`config.mk`:
```
export PLATFORM = sky130hd
export DESIGN_NAME = two_port_pin_config_io
export DESIGN_NICKNAME = d
export VERILOG_FILES = /design/src/hdl/pincfg_pkg.sv /design/src/hdl/two_port_pin_config_io.sv /design/src/hdl/pin_cell.sv /design/src/hdl/reg_decode.sv
export SDC_FILE = /design/constraint.sdc
export NUM_CORES = 1
export LEC_CHECK = 0
export ABC_AREA = 0
export BUFFER_PORTS_ARGS = -buffer_cell sky130_fd_sc_hd__clkbuf_2
export CORE_ASPECT_RATIO = 0.5
export CORE_MARGIN = 4
export CORE_UTILIZATION = 30
export CTS_CLUSTER_DIAMETER = 30
export CTS_CLUSTER_SIZE = 24
export DETAILED_ROUTE_END_ITERATION = 12
export PLACE_DENSITY = 0.54
export SYNTH_ARGS = -nofsm -noshare
export SYNTH_HDL_FRONTEND = slang
export SYNTH_SLANG_ARGS = --single-unit
```
`constraint.sdc`:
```
create_clock -name pclk -period 1.8 [get_ports pclk]
set_input_delay 0.09 -clock pclk [delete_from_list [all_inputs] [get_ports pclk]]
set_output_delay 0.09 -clock pclk [all_outputs]
set_load 0.02 [all_outputs]
```
`src/hdl/pincfg_pkg.sv`:
```
// Purpose: Shared constants for the two-port pin configuration block.
// Assumes: APB byte address is four times the register index.
// Notes:   Two configuration bits per pin; encodings below.
// Behaviour
// - First port has three independent pins
// - First port: Schmitt input, push-pull, open-drain
// - First port pins may enable pull-up or pull-down
// - Oscillator option takes first port pins 0, 1
// - Reset option takes first port pin 2
// - One register configures the whole first port
// - First port data: read pins, write latches
// - Second port has seven independent pins
// - Second port: Schmitt input, push-pull, open-drain
// - Second port alternates: analog, clock, timer out
// - Second port pins may enable pull-up
// - Second port data register reads and writes
// - Second port configuration split high and low
package pincfg_pkg;
    // Widths
    localparam int PB_W   = 3;                 // First port pins
    localparam int PC_W   = 7;                 // Second port pins
    localparam int ADDR_W = 12;                // APB address width
    localparam int DATA_W = 32;                // APB data width
    localparam int REG_W  = 8;                 // Register width

    // Register indices, byte address = index * 4
    localparam logic [9:0] IDX_PB_DATA = 10'h0E1; // port_b_data
    localparam logic [9:0] IDX_PC_DATA = 10'h0E2; // port_c_data
    localparam logic [9:0] IDX_PB_CFG  = 10'h0E9; // port_b_config
    localparam logic [9:0] IDX_PC_CFGH = 10'h0EA; // port_c_config_high
    localparam logic [9:0] IDX_PC_CFGL = 10'h0EB; // port_c_config_low
    localparam logic [9:0] IDX_PC_PULL = 10'h0EC; // port_c_pull_up

    // Register select, one-hot
    localparam int SEL_W = 6;
    localparam int S_PB_DATA = 0;
    localparam int S_PC_DATA = 1;
    localparam int S_PB_CFG  = 2;
    localparam int S_PC_CFGH = 3;
    localparam int S_PC_CFGL = 4;
    localparam int S_PC_PULL = 5;

    // Pin mode field, two bits per pin
    typedef enum logic [1:0] {
        MODE_IN   = 2'h0,   // Schmitt trigger input
        MODE_OD   = 2'h1,   // N-channel open-drain output
        MODE_PP   = 2'h2,   // Push-pull output
        MODE_SPEC = 2'h3    // First port: pulled input; second: alternate
    } pin_mode_t;

    // First port config fields
    localparam int PB_PULL_DN_BIT = 7;  // 1: pulled inputs pull down
    localparam int PB_OD_PU_BIT   = 6;  // Pull-up on open-drain pins
    // Second port: pins 0..3 in low byte, 4..6 in high byte
    localparam int PC_LOW_PINS    = 4;
    localparam logic [REG_W-1:0] PC_CFGH_MASK = 8'h3F; // Upper bits zero
    localparam logic [PC_W-1:0]  PC_ANALOG    = 7'h1F; // Pins 0..4
    localparam int PC_CLK_PIN   = 5;    // system_clock_out pin
    localparam int PC_TMR_PIN   = 6;    // timer_clock_out pin
    localparam int PB_RST_PIN   = 2;    // External reset pin

    // Reset values
    localparam logic [REG_W-1:0] RST_REG = 8'h00;
endpackage

```
`src/hdl/two_port_pin_config_io.sv`:
```
// Purpose: Two configurable GPIO ports behind an APB register slave.
// Assumes: Pad inputs synchronous to pclk; boot options steady at reset.
// Notes:   Pad drive is registered from next configuration values.
//
// Local design decision: the APB interface to the registers.
module two_port_pin_config_io
    import pincfg_pkg::*;
(
    input  wire logic              pclk,           // System clock
    input  wire logic              presetn,        // Async reset, low
    input  wire logic              psel,           // APB select
    input  wire logic              penable,        // APB access phase
    input  wire logic              pwrite,         // APB direction
    input  wire logic [ADDR_W-1:0] paddr,          // APB address
    input  wire logic [DATA_W-1:0] pwdata,         // APB write data
    output logic [DATA_W-1:0]      prdata,         // APB read data
    output logic                   pready,         // APB ready
    output logic                   pslverr,        // APB error
    input  wire logic              opt_osc_en,     // Boot option: osc
    input  wire logic              opt_rst_en,     // Boot option: reset
    input  wire logic [PB_W-1:0]   pb_in,          // First port pads
    output logic [PB_W-1:0]        pb_out,         // First port out
    output logic [PB_W-1:0]        pb_oe,          // First port enable
    output logic [PB_W-1:0]        pb_pull_up,     // First port pull-up
    output logic [PB_W-1:0]        pb_pull_down,   // First port pull-down
    output logic                   osc_pins_sel,   // Pins 0,1 to osc
    output logic                   ext_reset_sel,  // Pin 2 to reset
    output logic                   ext_reset_n,    // Reset pin level
    input  wire logic              sys_clk_src,    // Clock to output
    input  wire logic              timer_src,      // Timer out level
    input  wire logic [PC_W-1:0]   pc_in,          // Second port pads
    output logic [PC_W-1:0]        pc_out,         // Second port out
    output logic [PC_W-1:0]        pc_oe,          // Second port enable
    output logic [PC_W-1:0]        pc_pull_up,     // Second port pull-up
    output logic [PC_W-1:0]        pc_analog_sel   // Analog input select
);
    import pincfg_pkg::*;

    // Whole block state
    typedef struct packed {
        logic [REG_W-1:0]  pb_cfg;      // port_b_config
        logic [REG_W-1:0]  pc_cfgh;     // port_c_config_high
        logic [REG_W-1:0]  pc_cfgl;     // port_c_config_low
        logic [PC_W-1:0]   pc_pu;       // port_c_pull_up
        logic [PB_W-1:0]   pb_lat;      // First port latches
        logic [PC_W-1:0]   pc_lat;      // Second port latches
        logic              opt_done;    // Options captured
        logic              osc_sel;     // Oscillator option
        logic              rst_sel;     // Reset pin option
        logic              rst_n;       // Reset pin level
        logic [PB_W-1:0]   pb_out;
        logic [PB_W-1:0]   pb_oe;
        logic [PB_W-1:0]   pb_pu;
        logic [PB_W-1:0]   pb_pd;
        logic [PC_W-1:0]   pc_out;
        logic [PC_W-1:0]   pc_oe;
        logic [PC_W-1:0]   pc_pull;
        logic [PC_W-1:0]   pc_ana;
        logic [DATA_W-1:0] rdata;
        logic              ready;
        logic              err;
    } state_t;

    state_t st_r;                       // Registered state
    state_t st_nxt;                     // Next state

    logic [SEL_W-1:0]  sel;             // Register select
    logic              hit;             // Mapped address
    logic              setup;           // APB setup cycle
    logic              wr_done;         // Write commits this edge
    logic [2*PC_W-1:0] pc_mode_bits;    // Second port modes, packed
    logic [PB_W-1:0]   pb_nout;         // Next pad values, first port
    logic [PB_W-1:0]   pb_noe;
    logic [PC_W-1:0]   pc_nout;         // Next pad values, second port
    logic [PC_W-1:0]   pc_noe;
    logic [PC_W-1:0]   pc_alt_drv;      // Alternate drives the pad
    logic [PC_W-1:0]   pc_alt_val;      // Alternate output level
    logic [PB_W-1:0]   pb_rd;           // First port read view
    logic [PC_W-1:0]   pc_rd;           // Second port read view

    // Address decode
    reg_decode u_dec (
        .paddr (paddr),
        .sel   (sel),
        .hit   (hit)
    );

    assign setup   = psel & ~penable;
    assign wr_done = psel & penable & st_r.ready & pwrite & hit;

    // Second port mode fields from next config
    assign pc_mode_bits = {st_nxt.pc_cfgh[2*(PC_W-PC_LOW_PINS)-1:0],
                           st_nxt.pc_cfgl};

    // Alternate outputs: clock and timer pins drive, analog pins float
    always_comb begin
        pc_alt_drv             = '0;
        pc_alt_val             = '0;
        pc_alt_drv[PC_CLK_PIN] = 1'b1;
        pc_alt_val[PC_CLK_PIN] = sys_clk_src;
        pc_alt_drv[PC_TMR_PIN] = 1'b1;
        pc_alt_val[PC_TMR_PIN] = timer_src;
    end

    // Per-pin drive, first port; no alternate output
    genvar gb;
    generate
        for (gb = 0; gb < PB_W; gb++) begin : g_pb
            pin_cell u_cell (
                .mode      (pin_mode_t'(st_nxt.pb_cfg[2*gb+:2])),
                .latch     (st_nxt.pb_lat[gb]),
                .alt_drive (1'b0),
                .alt_val   (1'b0),
                .pin_out   (pb_nout[gb]),
                .pin_oe    (pb_noe[gb])
            );
        end
    endgenerate

    // Per-pin drive, second port
    genvar gc;
    generate
        for (gc = 0; gc < PC_W; gc++) begin : g_pc
            pin_cell u_cell (
                .mode      (pin_mode_t'(pc_mode_bits[2*gc+:2])),
                .latch     (st_nxt.pc_lat[gc]),
                .alt_drive (pc_alt_drv[gc]),
                .alt_val   (pc_alt_val[gc]),
                .pin_out   (pc_nout[gc]),
                .pin_oe    (pc_noe[gc])
            );
        end
    endgenerate

    // Read view: pad levels, zero on oscillator, reset and analog pins; clock and timer pins read the pad
    always_comb begin
        pb_rd = pb_in;
        if (st_r.osc_sel) begin
            pb_rd[1:0] = 2'h0;
        end
        if (st_r.rst_sel) begin
            pb_rd[PB_RST_PIN] = 1'b0;
        end
        pc_rd = pc_in & ~st_r.pc_ana;
    end

    // Next-state logic: APB, registers, pad drive
    always_comb begin
        st_nxt = st_r;
        // Boot options caught once, first edge after reset release
        if (!st_r.opt_done) begin
            st_nxt.opt_done = 1'b1;
            st_nxt.osc_sel  = opt_osc_en;
            st_nxt.rst_sel  = opt_rst_en;
        end
        // Reset pin level follows pad while selected
        st_nxt.rst_n = st_r.rst_sel ? pb_in[PB_RST_PIN] : 1'b1;

        // APB: answer prepared in setup, one access cycle
        if (setup) begin
            st_nxt.ready = 1'b1;
            st_nxt.err   = ~hit;
            st_nxt.rdata = '0;
            if (!pwrite) begin
                unique case (1'b1)
                    sel[S_PB_DATA]: st_nxt.rdata[PB_W-1:0]  = pb_rd;
                    sel[S_PC_DATA]: st_nxt.rdata[PC_W-1:0]  = pc_rd;
                    sel[S_PB_CFG]:  st_nxt.rdata[REG_W-1:0] = st_r.pb_cfg;
                    sel[S_PC_CFGH]: st_nxt.rdata[REG_W-1:0] = st_r.pc_cfgh;
                    sel[S_PC_CFGL]: st_nxt.rdata[REG_W-1:0] = st_r.pc_cfgl;
                    sel[S_PC_PULL]: st_nxt.rdata[PC_W-1:0]  = st_r.pc_pu;
                    default:        st_nxt.rdata = '0;        // Unmapped
                endcase
            end
        end else if (psel && penable && st_r.ready) begin
            st_nxt.ready = 1'b0;                              // Done
            st_nxt.err   = 1'b0;
        end

        // Register writes commit at the access edge
        if (wr_done) begin
            if (sel[S_PB_DATA]) begin
                st_nxt.pb_lat = pwdata[PB_W-1:0];
            end
            if (sel[S_PC_DATA]) begin
                st_nxt.pc_lat = pwdata[PC_W-1:0];
            end
            if (sel[S_PB_CFG]) begin
                st_nxt.pb_cfg = pwdata[REG_W-1:0];
            end
            if (sel[S_PC_CFGH]) begin
                st_nxt.pc_cfgh = pwdata[REG_W-1:0] & PC_CFGH_MASK;
            end
            if (sel[S_PC_CFGL]) begin
                st_nxt.pc_cfgl = pwdata[REG_W-1:0];
            end
            if (sel[S_PC_PULL]) begin
                st_nxt.pc_pu = pwdata[PC_W-1:0];
            end
        end

        // First port pad drive and pulls, from next config
        st_nxt.pb_out = pb_nout;
        st_nxt.pb_oe  = pb_noe;
        for (int i = 0; i < PB_W; i++) begin
            // Pulled input: direction chosen by shared bit
            if (pin_mode_t'(st_nxt.pb_cfg[2*i+:2]) == MODE_SPEC) begin
                st_nxt.pb_pu[i] = ~st_nxt.pb_cfg[PB_PULL_DN_BIT];
                st_nxt.pb_pd[i] = st_nxt.pb_cfg[PB_PULL_DN_BIT];
            end else begin
                st_nxt.pb_pu[i] = st_nxt.pb_cfg[PB_OD_PU_BIT] &
                    (pin_mode_t'(st_nxt.pb_cfg[2*i+:2]) == MODE_OD);
                st_nxt.pb_pd[i] = 1'b0;
            end
        end
        // Oscillator and reset functions take their pins off the port
        if (st_nxt.osc_sel) begin
            st_nxt.pb_oe[1:0] = 2'h0;
            st_nxt.pb_pu[1:0] = 2'h0;
            st_nxt.pb_pd[1:0] = 2'h0;
        end
        if (st_nxt.rst_sel) begin
            st_nxt.pb_oe[PB_RST_PIN] = 1'b0;
            st_nxt.pb_pd[PB_RST_PIN] = 1'b0;
            st_nxt.pb_pu[PB_RST_PIN] = 1'b1;                  // Idle high
        end

        // Second port pads; analog pins lose drive and pull
        st_nxt.pc_out = pc_nout;
        st_nxt.pc_oe  = pc_noe;
        for (int j = 0; j < PC_W; j++) begin
            st_nxt.pc_ana[j] = PC_ANALOG[j] &
                (pin_mode_t'(pc_mode_bits[2*j+:2]) == MODE_SPEC);
        end
        st_nxt.pc_pull = st_nxt.pc_pu & ~st_nxt.pc_ana;
    end

    // State register
    always_ff @(posedge pclk or negedge presetn) begin
        if (!presetn) begin
            st_r         <= '0;
            st_r.pb_cfg  <= RST_REG;
            st_r.pc_cfgh <= RST_REG;
            st_r.pc_cfgl <= RST_REG;
            st_r.rst_n   <= 1'b1;
        end else begin
            st_r <= st_nxt;
        end
    end

    // Outputs straight from state
    assign prdata        = st_r.rdata;
    assign pready        = st_r.ready;
    assign pslverr       = st_r.err;
    assign pb_out        = st_r.pb_out;
    assign pb_oe         = st_r.pb_oe;
    assign pb_pull_up    = st_r.pb_pu;
    assign pb_pull_down  = st_r.pb_pd;
    assign osc_pins_sel  = st_r.osc_sel;
    assign ext_reset_sel = st_r.rst_sel;
    assign ext_reset_n   = st_r.rst_n;
    assign pc_out        = st_r.pc_out;
    assign pc_oe         = st_r.pc_oe;
    assign pc_pull_up    = st_r.pc_pull;
    assign pc_analog_sel = st_r.pc_ana;

    logic [REG_W-1:0] pb_cfg_q;         // Config view for checks
    assign pb_cfg_q = st_r.pb_cfg;

    // Checks next to the logic
    a_pb_cfg_write: assert property (@(posedge pclk)
        disable iff (!presetn)
        wr_done && sel[S_PB_CFG] |=> pb_cfg_q == $past(pwdata[7:0]))
        else $error("first port config not stored");

    a_pb_data_write: assert property (@(posedge pclk)
        disable iff (!presetn)
        wr_done && sel[S_PB_DATA] ##1 (pb_cfg_q[1:0] == MODE_PP)
        |-> pb_out[0] == $past(pwdata[0]))
        else $error("first port latch not driven");

    a_pb_push_pull: assert property (@(posedge pclk)
        disable iff (!presetn)
        (pb_cfg_q[5:4] == MODE_PP) && !st_r.rst_sel |-> pb_oe[2])
        else $error("push-pull pin not driven");

    a_pb_open_drain: assert property (@(posedge pclk)
        disable iff (!presetn)
        pb_oe[2] && (pb_cfg_q[5:4] == MODE_OD) |-> !pb_out[2])
        else $error("open-drain pin drove high");

    a_osc_pins_free: assert property (@(posedge pclk)
        disable iff (!presetn)
        osc_pins_sel |-> pb_oe[1:0] == 2'h0)
        else $error("oscillator pin driven");

    a_reset_pin_free: assert property (@(posedge pclk)
        disable iff (!presetn)
        ext_reset_sel |=> !pb_oe[PB_RST_PIN] &&
        ext_reset_n == $past(pb_in[2]))
        else $error("reset pin misrouted");

    a_pc_cfg_split: assert property (@(posedge pclk)
        disable iff (!presetn)
        wr_done && sel[S_PC_CFGH] |=> st_r.pc_cfgh[7:6] == 2'h0 &&
        st_r.pc_cfgh[5:0] == $past(pwdata[5:0]))
        else $error("second port high config wrong");

    a_pc_analog_off: assert property (@(posedge pclk)
        disable iff (!presetn)
        pc_analog_sel[0] |-> !pc_oe[0] && !pc_pull_up[0])
        else $error("analog pin still driven");

    a_apb_one_wait: assert property (@(posedge pclk)
        disable iff (!presetn)
        psel && !penable |=> pready ##1 !pready)
        else $error("apb answer timing wrong");
endmodule

```
`src/hdl/pin_cell.sv`:
```
// Purpose: Drive decode of one pin from its mode and data latch.
// Assumes: Alternate drive is already a registered level.
// Notes:   Purely combinational; the top registers the results.
module pin_cell
    import pincfg_pkg::*;
(
    input  wire pin_mode_t mode,       // Configured mode
    input  wire logic      latch,      // Output data latch
    input  wire logic      alt_drive,  // Alternate mode drives pin
    input  wire logic      alt_val,    // Alternate output level
    output logic           pin_out,    // Pad output value
    output logic           pin_oe      // Pad output enable
);
    // Mode to pad drive
    always_comb begin
        pin_out = 1'b0;
        pin_oe  = 1'b0;
        unique case (mode)
            MODE_IN: begin               // Pad left to the outside
                pin_oe = 1'b0;
            end
            MODE_OD: begin               // Only ever pulls low
                pin_out = 1'b0;
                pin_oe  = ~latch;
            end
            MODE_PP: begin               // Drives both levels
                pin_out = latch;
                pin_oe  = 1'b1;
            end
            MODE_SPEC: begin             // Alternate function if any
                pin_out = alt_val;
                pin_oe  = alt_drive;
            end
        endcase
    end
endmodule

```
`src/hdl/reg_decode.sv`:
```
// Purpose: APB address decode to a one-hot register select.
// Assumes: Word-aligned accesses; low two address bits must be zero.
// Notes:   Unmapped or misaligned addresses give an empty select.
module reg_decode
    import pincfg_pkg::*;
(
    input  wire logic [ADDR_W-1:0] paddr,   // APB byte address
    output logic [SEL_W-1:0]       sel,     // One-hot select
    output logic                   hit      // Some register selected
);
    logic [9:0] idx;                        // Word index

    // Index compare
    always_comb begin
        idx = paddr[ADDR_W-1:2];
        sel = '0;
        if (paddr[1:0] == 2'h0) begin
            sel[S_PB_DATA] = (idx == IDX_PB_DATA);
            sel[S_PC_DATA] = (idx == IDX_PC_DATA);
            sel[S_PB_CFG]  = (idx == IDX_PB_CFG);
            sel[S_PC_CFGH] = (idx == IDX_PC_CFGH);
            sel[S_PC_CFGL] = (idx == IDX_PC_CFGL);
            sel[S_PC_PULL] = (idx == IDX_PC_PULL);
        end
        hit = |sel;
    end
endmodule

```
==> qor.csv, run 1 <==
metric,value,unit
status,completed,
place_inst,740,
crit_family,multiplexers,
finalPower,4.304,mW
yosysTopAreaCellShare,0.4589,
synth-main-ff-cell,dfrtp_1,
initial_utilization,0.3089,
gr-total-overflow,0,
cts_sinks,89,
viasPerCell,4.537,
ant_nets,0,
io_buffer_count,89,
syn2layout_area_growth,20.21,%
crit_cells,6,
path_cells,and4_4 -> and4_4 -> buf_12 -> mux2_4 -> mux2_4 -> nor3_2,
worstPathArrival,2.04,ns
grt_use_total,0.1364,
cts-root-buf,clkbuf_16,
grtUsageMet1,0.1906,
path_class,register to register,
die_y,97.43,um
endpoint_kind,register,
gp_congestion,0.8323,
antenna_found_initial,0,
r2r-start,pready$_DFFE_PN0P_,
rsz0062_at_grt,true,
multiInputGateArea,0.001963,mm2
met2_usage,0.2144,
synth_area_leader_cell,dfrtp_1,
gr-usage-met3,0.03051,
crit_buf_inv,1,
p_leak,3.002,nW
fmax,565.9,MHz
peakVddDrop,0.4426,mV
rrSetupSlack,0.03,ns
grt-busiest-layer,met2,
synth.distinct_cells,55,
drv_cap,0,
rows,32,
startpoint_type,register,
post-route-min-period,1.767,ns
regArea,0.002230,mm2
finalHoldViolations,0,
r2r_cells,6,
critPathRequiredTime,2.07,ns
cpPeakStageDelay,0.36,ns
worstReg2RegEnd,pb_pull_up[0]$_DFF_PN0_,
ys_async_sr_fraction,1.000,
clockBufferDepth,2,
grt_max_degree,38,
ys_warn_count,0,
die_area,0.01820,mm2
hpwlAfterDp,9.648,mm
p_per_area,746.2,mW/mm2
insertion_delay,0.35,ns
synthTopCellsByArea,"dfrtp_1 (46%), buf_4 (12%), nand2_1 (4.6%)",
grt_pass1_wl,19.39,mm
die_x,186.9,um
cp_max_fo,9,
cp-endpoint,pb_pull_up[0]$_DFF_PN0_,
tightest_slew,0.5005,ns
fin_worst_skew,0.005546,ns
layout_commonest_cell,clkbuf_2,
n_fill_cell,1579,
syn_area_per_cell,10.45,um2
slew_viol_final,0,
slowest_stage,dfrtp_2,
finalSetupTns,0,ns
cts_buffers,9,
firstDrtPassIters,4,
cts_tree,done,
cts.clk_slew.worst_paths,0.07,ns
nets,614,
wl,12.41,mm
min_path_type,input pin to register,
design.core.area,0.01553,mm2
diodes,0,
syn_area,0.004798,mm2
drive_above_1_share,0.3759,
final_cell_mix,"clkbuf_2 (88), dfrtp_1 (87), nand2_1 (59)",
synth-seq-area-share,0.4644,
htree_levels,3,
synthCells,459,
stdcell_count,760,
vias,3448,
io_pins,140,
synth-edff-count,0,
drt_iter0_markers,170,
post-route-util,0.3713,
ys_ff_latch,89,
slew_headroom,0.6663,
detail_route.wl_per_cell,16.33,um
grt_pass1_vias,3474,
setup_viol,0,
detail_route.drc_violations,0,
fin_crit_sh,0.9817,
crit_start,pready$_DFFE_PN0P_,
[synthesized netlist by cell type, types with 4 or more instances]
| library cell | number |
|---|---|
| a211oi_1 | 8 |
| nor2_1 | 9 |
| nand3_1 | 6 |
| and4_1 | 4 |
| nand3b_1 | 6 |
| o211a_1 | 5 |
| buf_6 | 5 |
| dfrtp_1 | 88 |
| inv_1 | 18 |
| or3_1 | 4 |
| a22o_1 | 4 |
| mux2_4 | 7 |
| a21oi_1 | 13 |
| mux2_2 | 16 |
| mux2i_1 | 20 |
| buf_2 | 6 |
| a31oi_1 | 4 |
| buf_4 | 74 |
| o21ai_0 | 17 |
| clkbuf_1 | 8 |
| nand2_1 | 59 |
| nand2b_1 | 10 |
| nor3_1 | 5 |
| nor2b_1 | 14 |
[state kept, by name (all words and copies together) (netlist names)]
name / cells
pb_cfg_q: 8
pslverr: 1
prdata: 8
pc_out: 7
st_r: 31
pc_pull_up: 6
pc_oe: 7
pready: 1
ext_reset_sel: 1
pb_pull_down: 3
pc_analog_sel: 5
pb_pull_up: 3
pb_out: 3
ext_reset_n: 1
osc_pins_sel: 1
pb_oe: 3
[layer usage]
layer | up-vias | share of wire | wire (um)
li1 | 1663 | - | -
met1 | 1678 | 0.47 | 5875
met2 | 95 | 0.46 | 5713
met3 | 12 | 0.053 | 660
met4 | 0 | 0.013 | 165
met5 | - | 0 | 0
[how the worst min path moves through the flow]
| stage | cells after the start | from | end | slack (ns) |
|---|---|---|---|---|
| finish | 2 | opt_rst_en | ext_reset_sel$_DFF_PN0_ | 0.03 |
| global route | 2 | opt_rst_en | ext_reset_sel$_DFF_PN0_ | 0.03 |
| CTS | 2 | opt_rst_en | ext_reset_sel$_DFF_PN0_ | 0.01 |
| detailed placement | 1 | presetn | pc_out[5]$_DFF_PN0_ | 0.1 |
| global placement | 1 | presetn | pc_out[5]$_DFF_PN0_ | 0.09 |
| floorplan | 0 | presetn | ext_reset_sel$_DFF_PN0_ | -0.21 |
[stage by stage]
| step | area (um2) | worst slack (ns) | hold slack (ns) |
|---|---|---|---|
| after floorplan | 4900 | -0.03207 | -0.2056 |
| after global placement | 5374 | -0.03936 | 0.09327 |
| after detailed placement | 5374 | -0.03688 | 0.09690 |
| after CTS | 5715 | 0.0008606 | 0.01482 |
| after global routing | 5768 | -0.03251 | 0.02727 |
| final | 5768 | 0.03291 | 0.02665 |
[logic make-up after synthesis]
| logic type | share of synthesized area |
|---|---|
| mux | 0.1035 |
| simple gates | 0.1802 |
| flops | 0.4644 |
| buf+inv | 0.1549 |
| other cells | 0.001565 |
| compound gates | 0.09544 |
[what timing repair did]
action,4_1_cts,5_1_grt
setup buffers,0,2
gates resized for setup,5,12
pin swaps,0,5
setup endpoints to repair,8,20
hold buffers,3,0
hold endpoints to repair,36,0
[area by class of cell]
cell class,instances,area share
Inverter,18,0.01171
Tap cell,204,0.04425
Clock inverter,7,0.01345
Clock buffer,9,0.03905
Sequential cell,89,0.3866
Timing Repair Buffer,150,0.1646
Multi-Input combinational cell,283,0.3403
[power breakdown]
part	internal, mW	switching, mW
combinational	0.111	0.237
sequential	2.02	0.0109
clock	1.09	0.839
total	3.22	1.09
Note: power is estimated with default switching activity, not from simulation.
==> run 2, diff against run 1 <==
--- a/config.mk
+++ b/config.mk
@@ -8,12 +8,13 @@
 export ABC_AREA = 0
 export BUFFER_PORTS_ARGS = -buffer_cell sky130_fd_sc_hd__clkbuf_2
 export CORE_ASPECT_RATIO = 0.5
-export CORE_MARGIN = 4
+export CORE_MARGIN = 8
 export CORE_UTILIZATION = 30
 export CTS_CLUSTER_DIAMETER = 30
 export CTS_CLUSTER_SIZE = 24
 export DETAILED_ROUTE_END_ITERATION = 12
 export PLACE_DENSITY = 0.54
+export RECOVER_POWER = 25
 export SYNTH_ARGS = -nofsm -noshare
 export SYNTH_HDL_FRONTEND = slang
 export SYNTH_SLANG_ARGS = --single-unit
==> run 2 against run 1 <==
- maximum frequency fell by 0.40%
- highest routed layer unchanged
- register-to-register slack about the same
- sequential share of layout area grew 0.37 points
- power grew 2.4%
- cell area shrank 0.95%
- cell count down 0.66%
- core utilization down 0.35 points
- clock power is 5% higher
- global-route usage down 0.77 points
- critical path type unchanged
- non-clock buffer count fell by 5
==> qor.csv, run 2 (synthesized netlist as in run 1, its figures left out) <==
metric,value,unit,change
ant_nets,0,,unchanged
detail_route.wl_per_cell,17.29,um,+5.9%
design.core.area,0.01553,mm2,unchanged
gr-total-overflow,0,,unchanged
rrSetupSlack,0.03,ns,about the same
gp_congestion,0.8062,,-3.1%
r2r_cells,6,,unchanged
tightest_slew,1.166,ns,+0.6657 ns
diodes,0,,unchanged
dpl_cell_area,0.005329,mm2,-0.84%
io_pins,140,,unchanged
initial_utilization,0.3089,,unchanged
fin_crit_sh,0.9857,,+0.003938
post-route-min-period,1.774,ns,+0.007088 ns
status,completed,,
p_clk_frac,0.461,,+0.013
antenna_found_initial,0,,unchanged
cts_tree,done,,
fmax,563.6,MHz,-0.40%
syn2layout_area_growth,19.06,%,
post-route-util,0.3678,,-0.003544
startpoint_type,register,,
setup_viol,0,,unchanged
die_y,105.4,um,+8.2%
worstReg2RegEnd,pb_pull_up[1]$_DFF_PN0_,,
cp_max_fo,8,,-1
drt_iter0_markers,217,,+28%
internal_power,3.355,mW,+4.3%
die_area,0.02054,mm2,+13%
peakVddDrop,0.4459,mV,+0.73%
cp-endpoint,pb_pull_up[1]$_DFF_PN0_,,
detail_route.drc_violations,0,,unchanged
grt_max_degree,45,,+18%
grt_use_total,0.1288,,-0.007659
vias,3437,,-0.32%
rows,32,,unchanged
crit_start,pready$_DFFE_PN0P_,,
min_path_type,input pin to register,,
fin_worst_skew,0.006907,ns,+0.001361 ns
stdcell_count,755,,-0.66%
worst_slack,0.02582,ns,-0.007088 ns
slew_viol_final,0,,unchanged
cts.clk_slew.worst_paths,0.07,ns,about the same
p_leak,2.988,nW,-0.46%
endpoint_kind,register,,
drv_cap,0,,unchanged
seq_power_share,0.460,,-0.011
slew_headroom,0.2225,,-0.4438
top_register,st_r,,
place_inst,734,,-0.81%
p_per_area,771.3,mW/mm2,+3.4%
comb_power_share,0.079,,-0.002
place_ws,-0.06056,ns,-0.02368 ns
worstPathArrival,2.04,ns,about the same
firstDrtPassIters,4,,unchanged
drive_above_1_share,0.3593,,-0.01655
finalHoldViolations,0,,unchanged
insertion_delay,0.34,ns,about the same
cts-root-buf,clkbuf_16,,
grt_pass1_vias,3645,,+4.9%
largest_reg_flops,31,,unchanged
final_cell_mix,"dfrtp_1 (87), clkbuf_2 (87), nand2_1 (58)",,
r2r-start,pready$_DFFE_PN0P_,,
clockBufferDepth,2,,unchanged
hpwlAfterDp,10.01,mm,+3.8%
io_buffer_count,89,,unchanged
final_area,0.005713,mm2,-0.95%
die_x,194.9,um,+4.3%
htree_levels,3,,unchanged
finalSetupTns,0,ns,unchanged
switching_power,1.051,mW,-3.3%
wl,13.06,mm,+5.2%
cts_sinks,89,,unchanged
grt_pass1_wl,20.76,mm,+7.1%
rsz0062_at_grt,true,,
cts_buffers,9,,unchanged
critPathRequiredTime,2.06,ns,about the same
nets,609,,-0.81%
path_class,register to register,,
switching_share,0.2386,,-0.01385
viasPerCell,4.552,,+0.34%
## run 2: layout make-up
cell class | count | area [um2]
Sequential cell | 89 | 2230
Tap cell | 204 | 255.2
Multi-Input combinational cell | 283 | 1952
Inverter | 18 | 67.56
Fill cell | 1565 | 9822
Timing Repair Buffer | 145 | 889.6
Clock inverter | 5 | 86.33
Clock buffer | 11 | 232.7
## run 2: power by group through the flow
stage | Combinational, mW | Clock [mW] | Sequential (mW)
2_1_floorplan | 0.196 | 0 | 2.08
3_3_place_gp | 0.343 | 0 | 2.06
3_5_place_dp | 0.346 | 0 | 2.06
4_1_cts | 0.351 | 2.09 | 2.03
5_1_grt | 0.380 | 2.15 | 2.03
6_report | 0.347 | 2.03 | 2.03
## run 2: repair_timing
item                                   CTS  global route
setup buffers                            2             1
resized for setup                        3             7
endpoints found under the hold margin   41             0
hold buffers                             2             0
pin swaps                                0             1
setup endpoints to repair                5             5
## run 2: per-layer routing
metal  up-vias  routed length [um]  global-route usage
li1       1659                   -                   -
met1      1681                6178              0.1691
met2        86                6090              0.2095
met3        11                 663             0.03269
met4         0                 123             0.03497
met5         -                   0                   0
## run 2: how the worst min path moves through the flow
stage,depth (start not counted),start,slack [ns],to
after global routing,2,psel,0.04,pready$_DFFE_PN0P_
after CTS,2,psel,0.002,pready$_DFFE_PN0P_
after global placement,1,presetn,0.14,pb_oe[1]$_DFF_PN0_
after floorplan,0,presetn,-0.21,ext_reset_sel$_DFF_PN0_
after detailed placement,1,presetn,0.14,pb_oe[1]$_DFF_PN0_
final,2,psel,0.006,pready$_DFFE_PN0P_
## run 2: per-stage QoR
stage | hold WS [ns] | total power, mW
floorplan | -0.2056 | 2.273
global placement | 0.1403 | 2.407
detailed placement | 0.1448 | 2.411
CTS | 0.002101 | 4.466
global route | 0.03604 | 4.562
finish | 0.006362 | 4.406
## run 2: critical path, cell delays in order, from the launching register on
cell,delay [ns]
dfrtp_2,0.35
and4_4,0.25
and4_4,0.25
buf_12,0.13
mux2_4,0.31
mux2_4,0.30
nor3_2,0.10
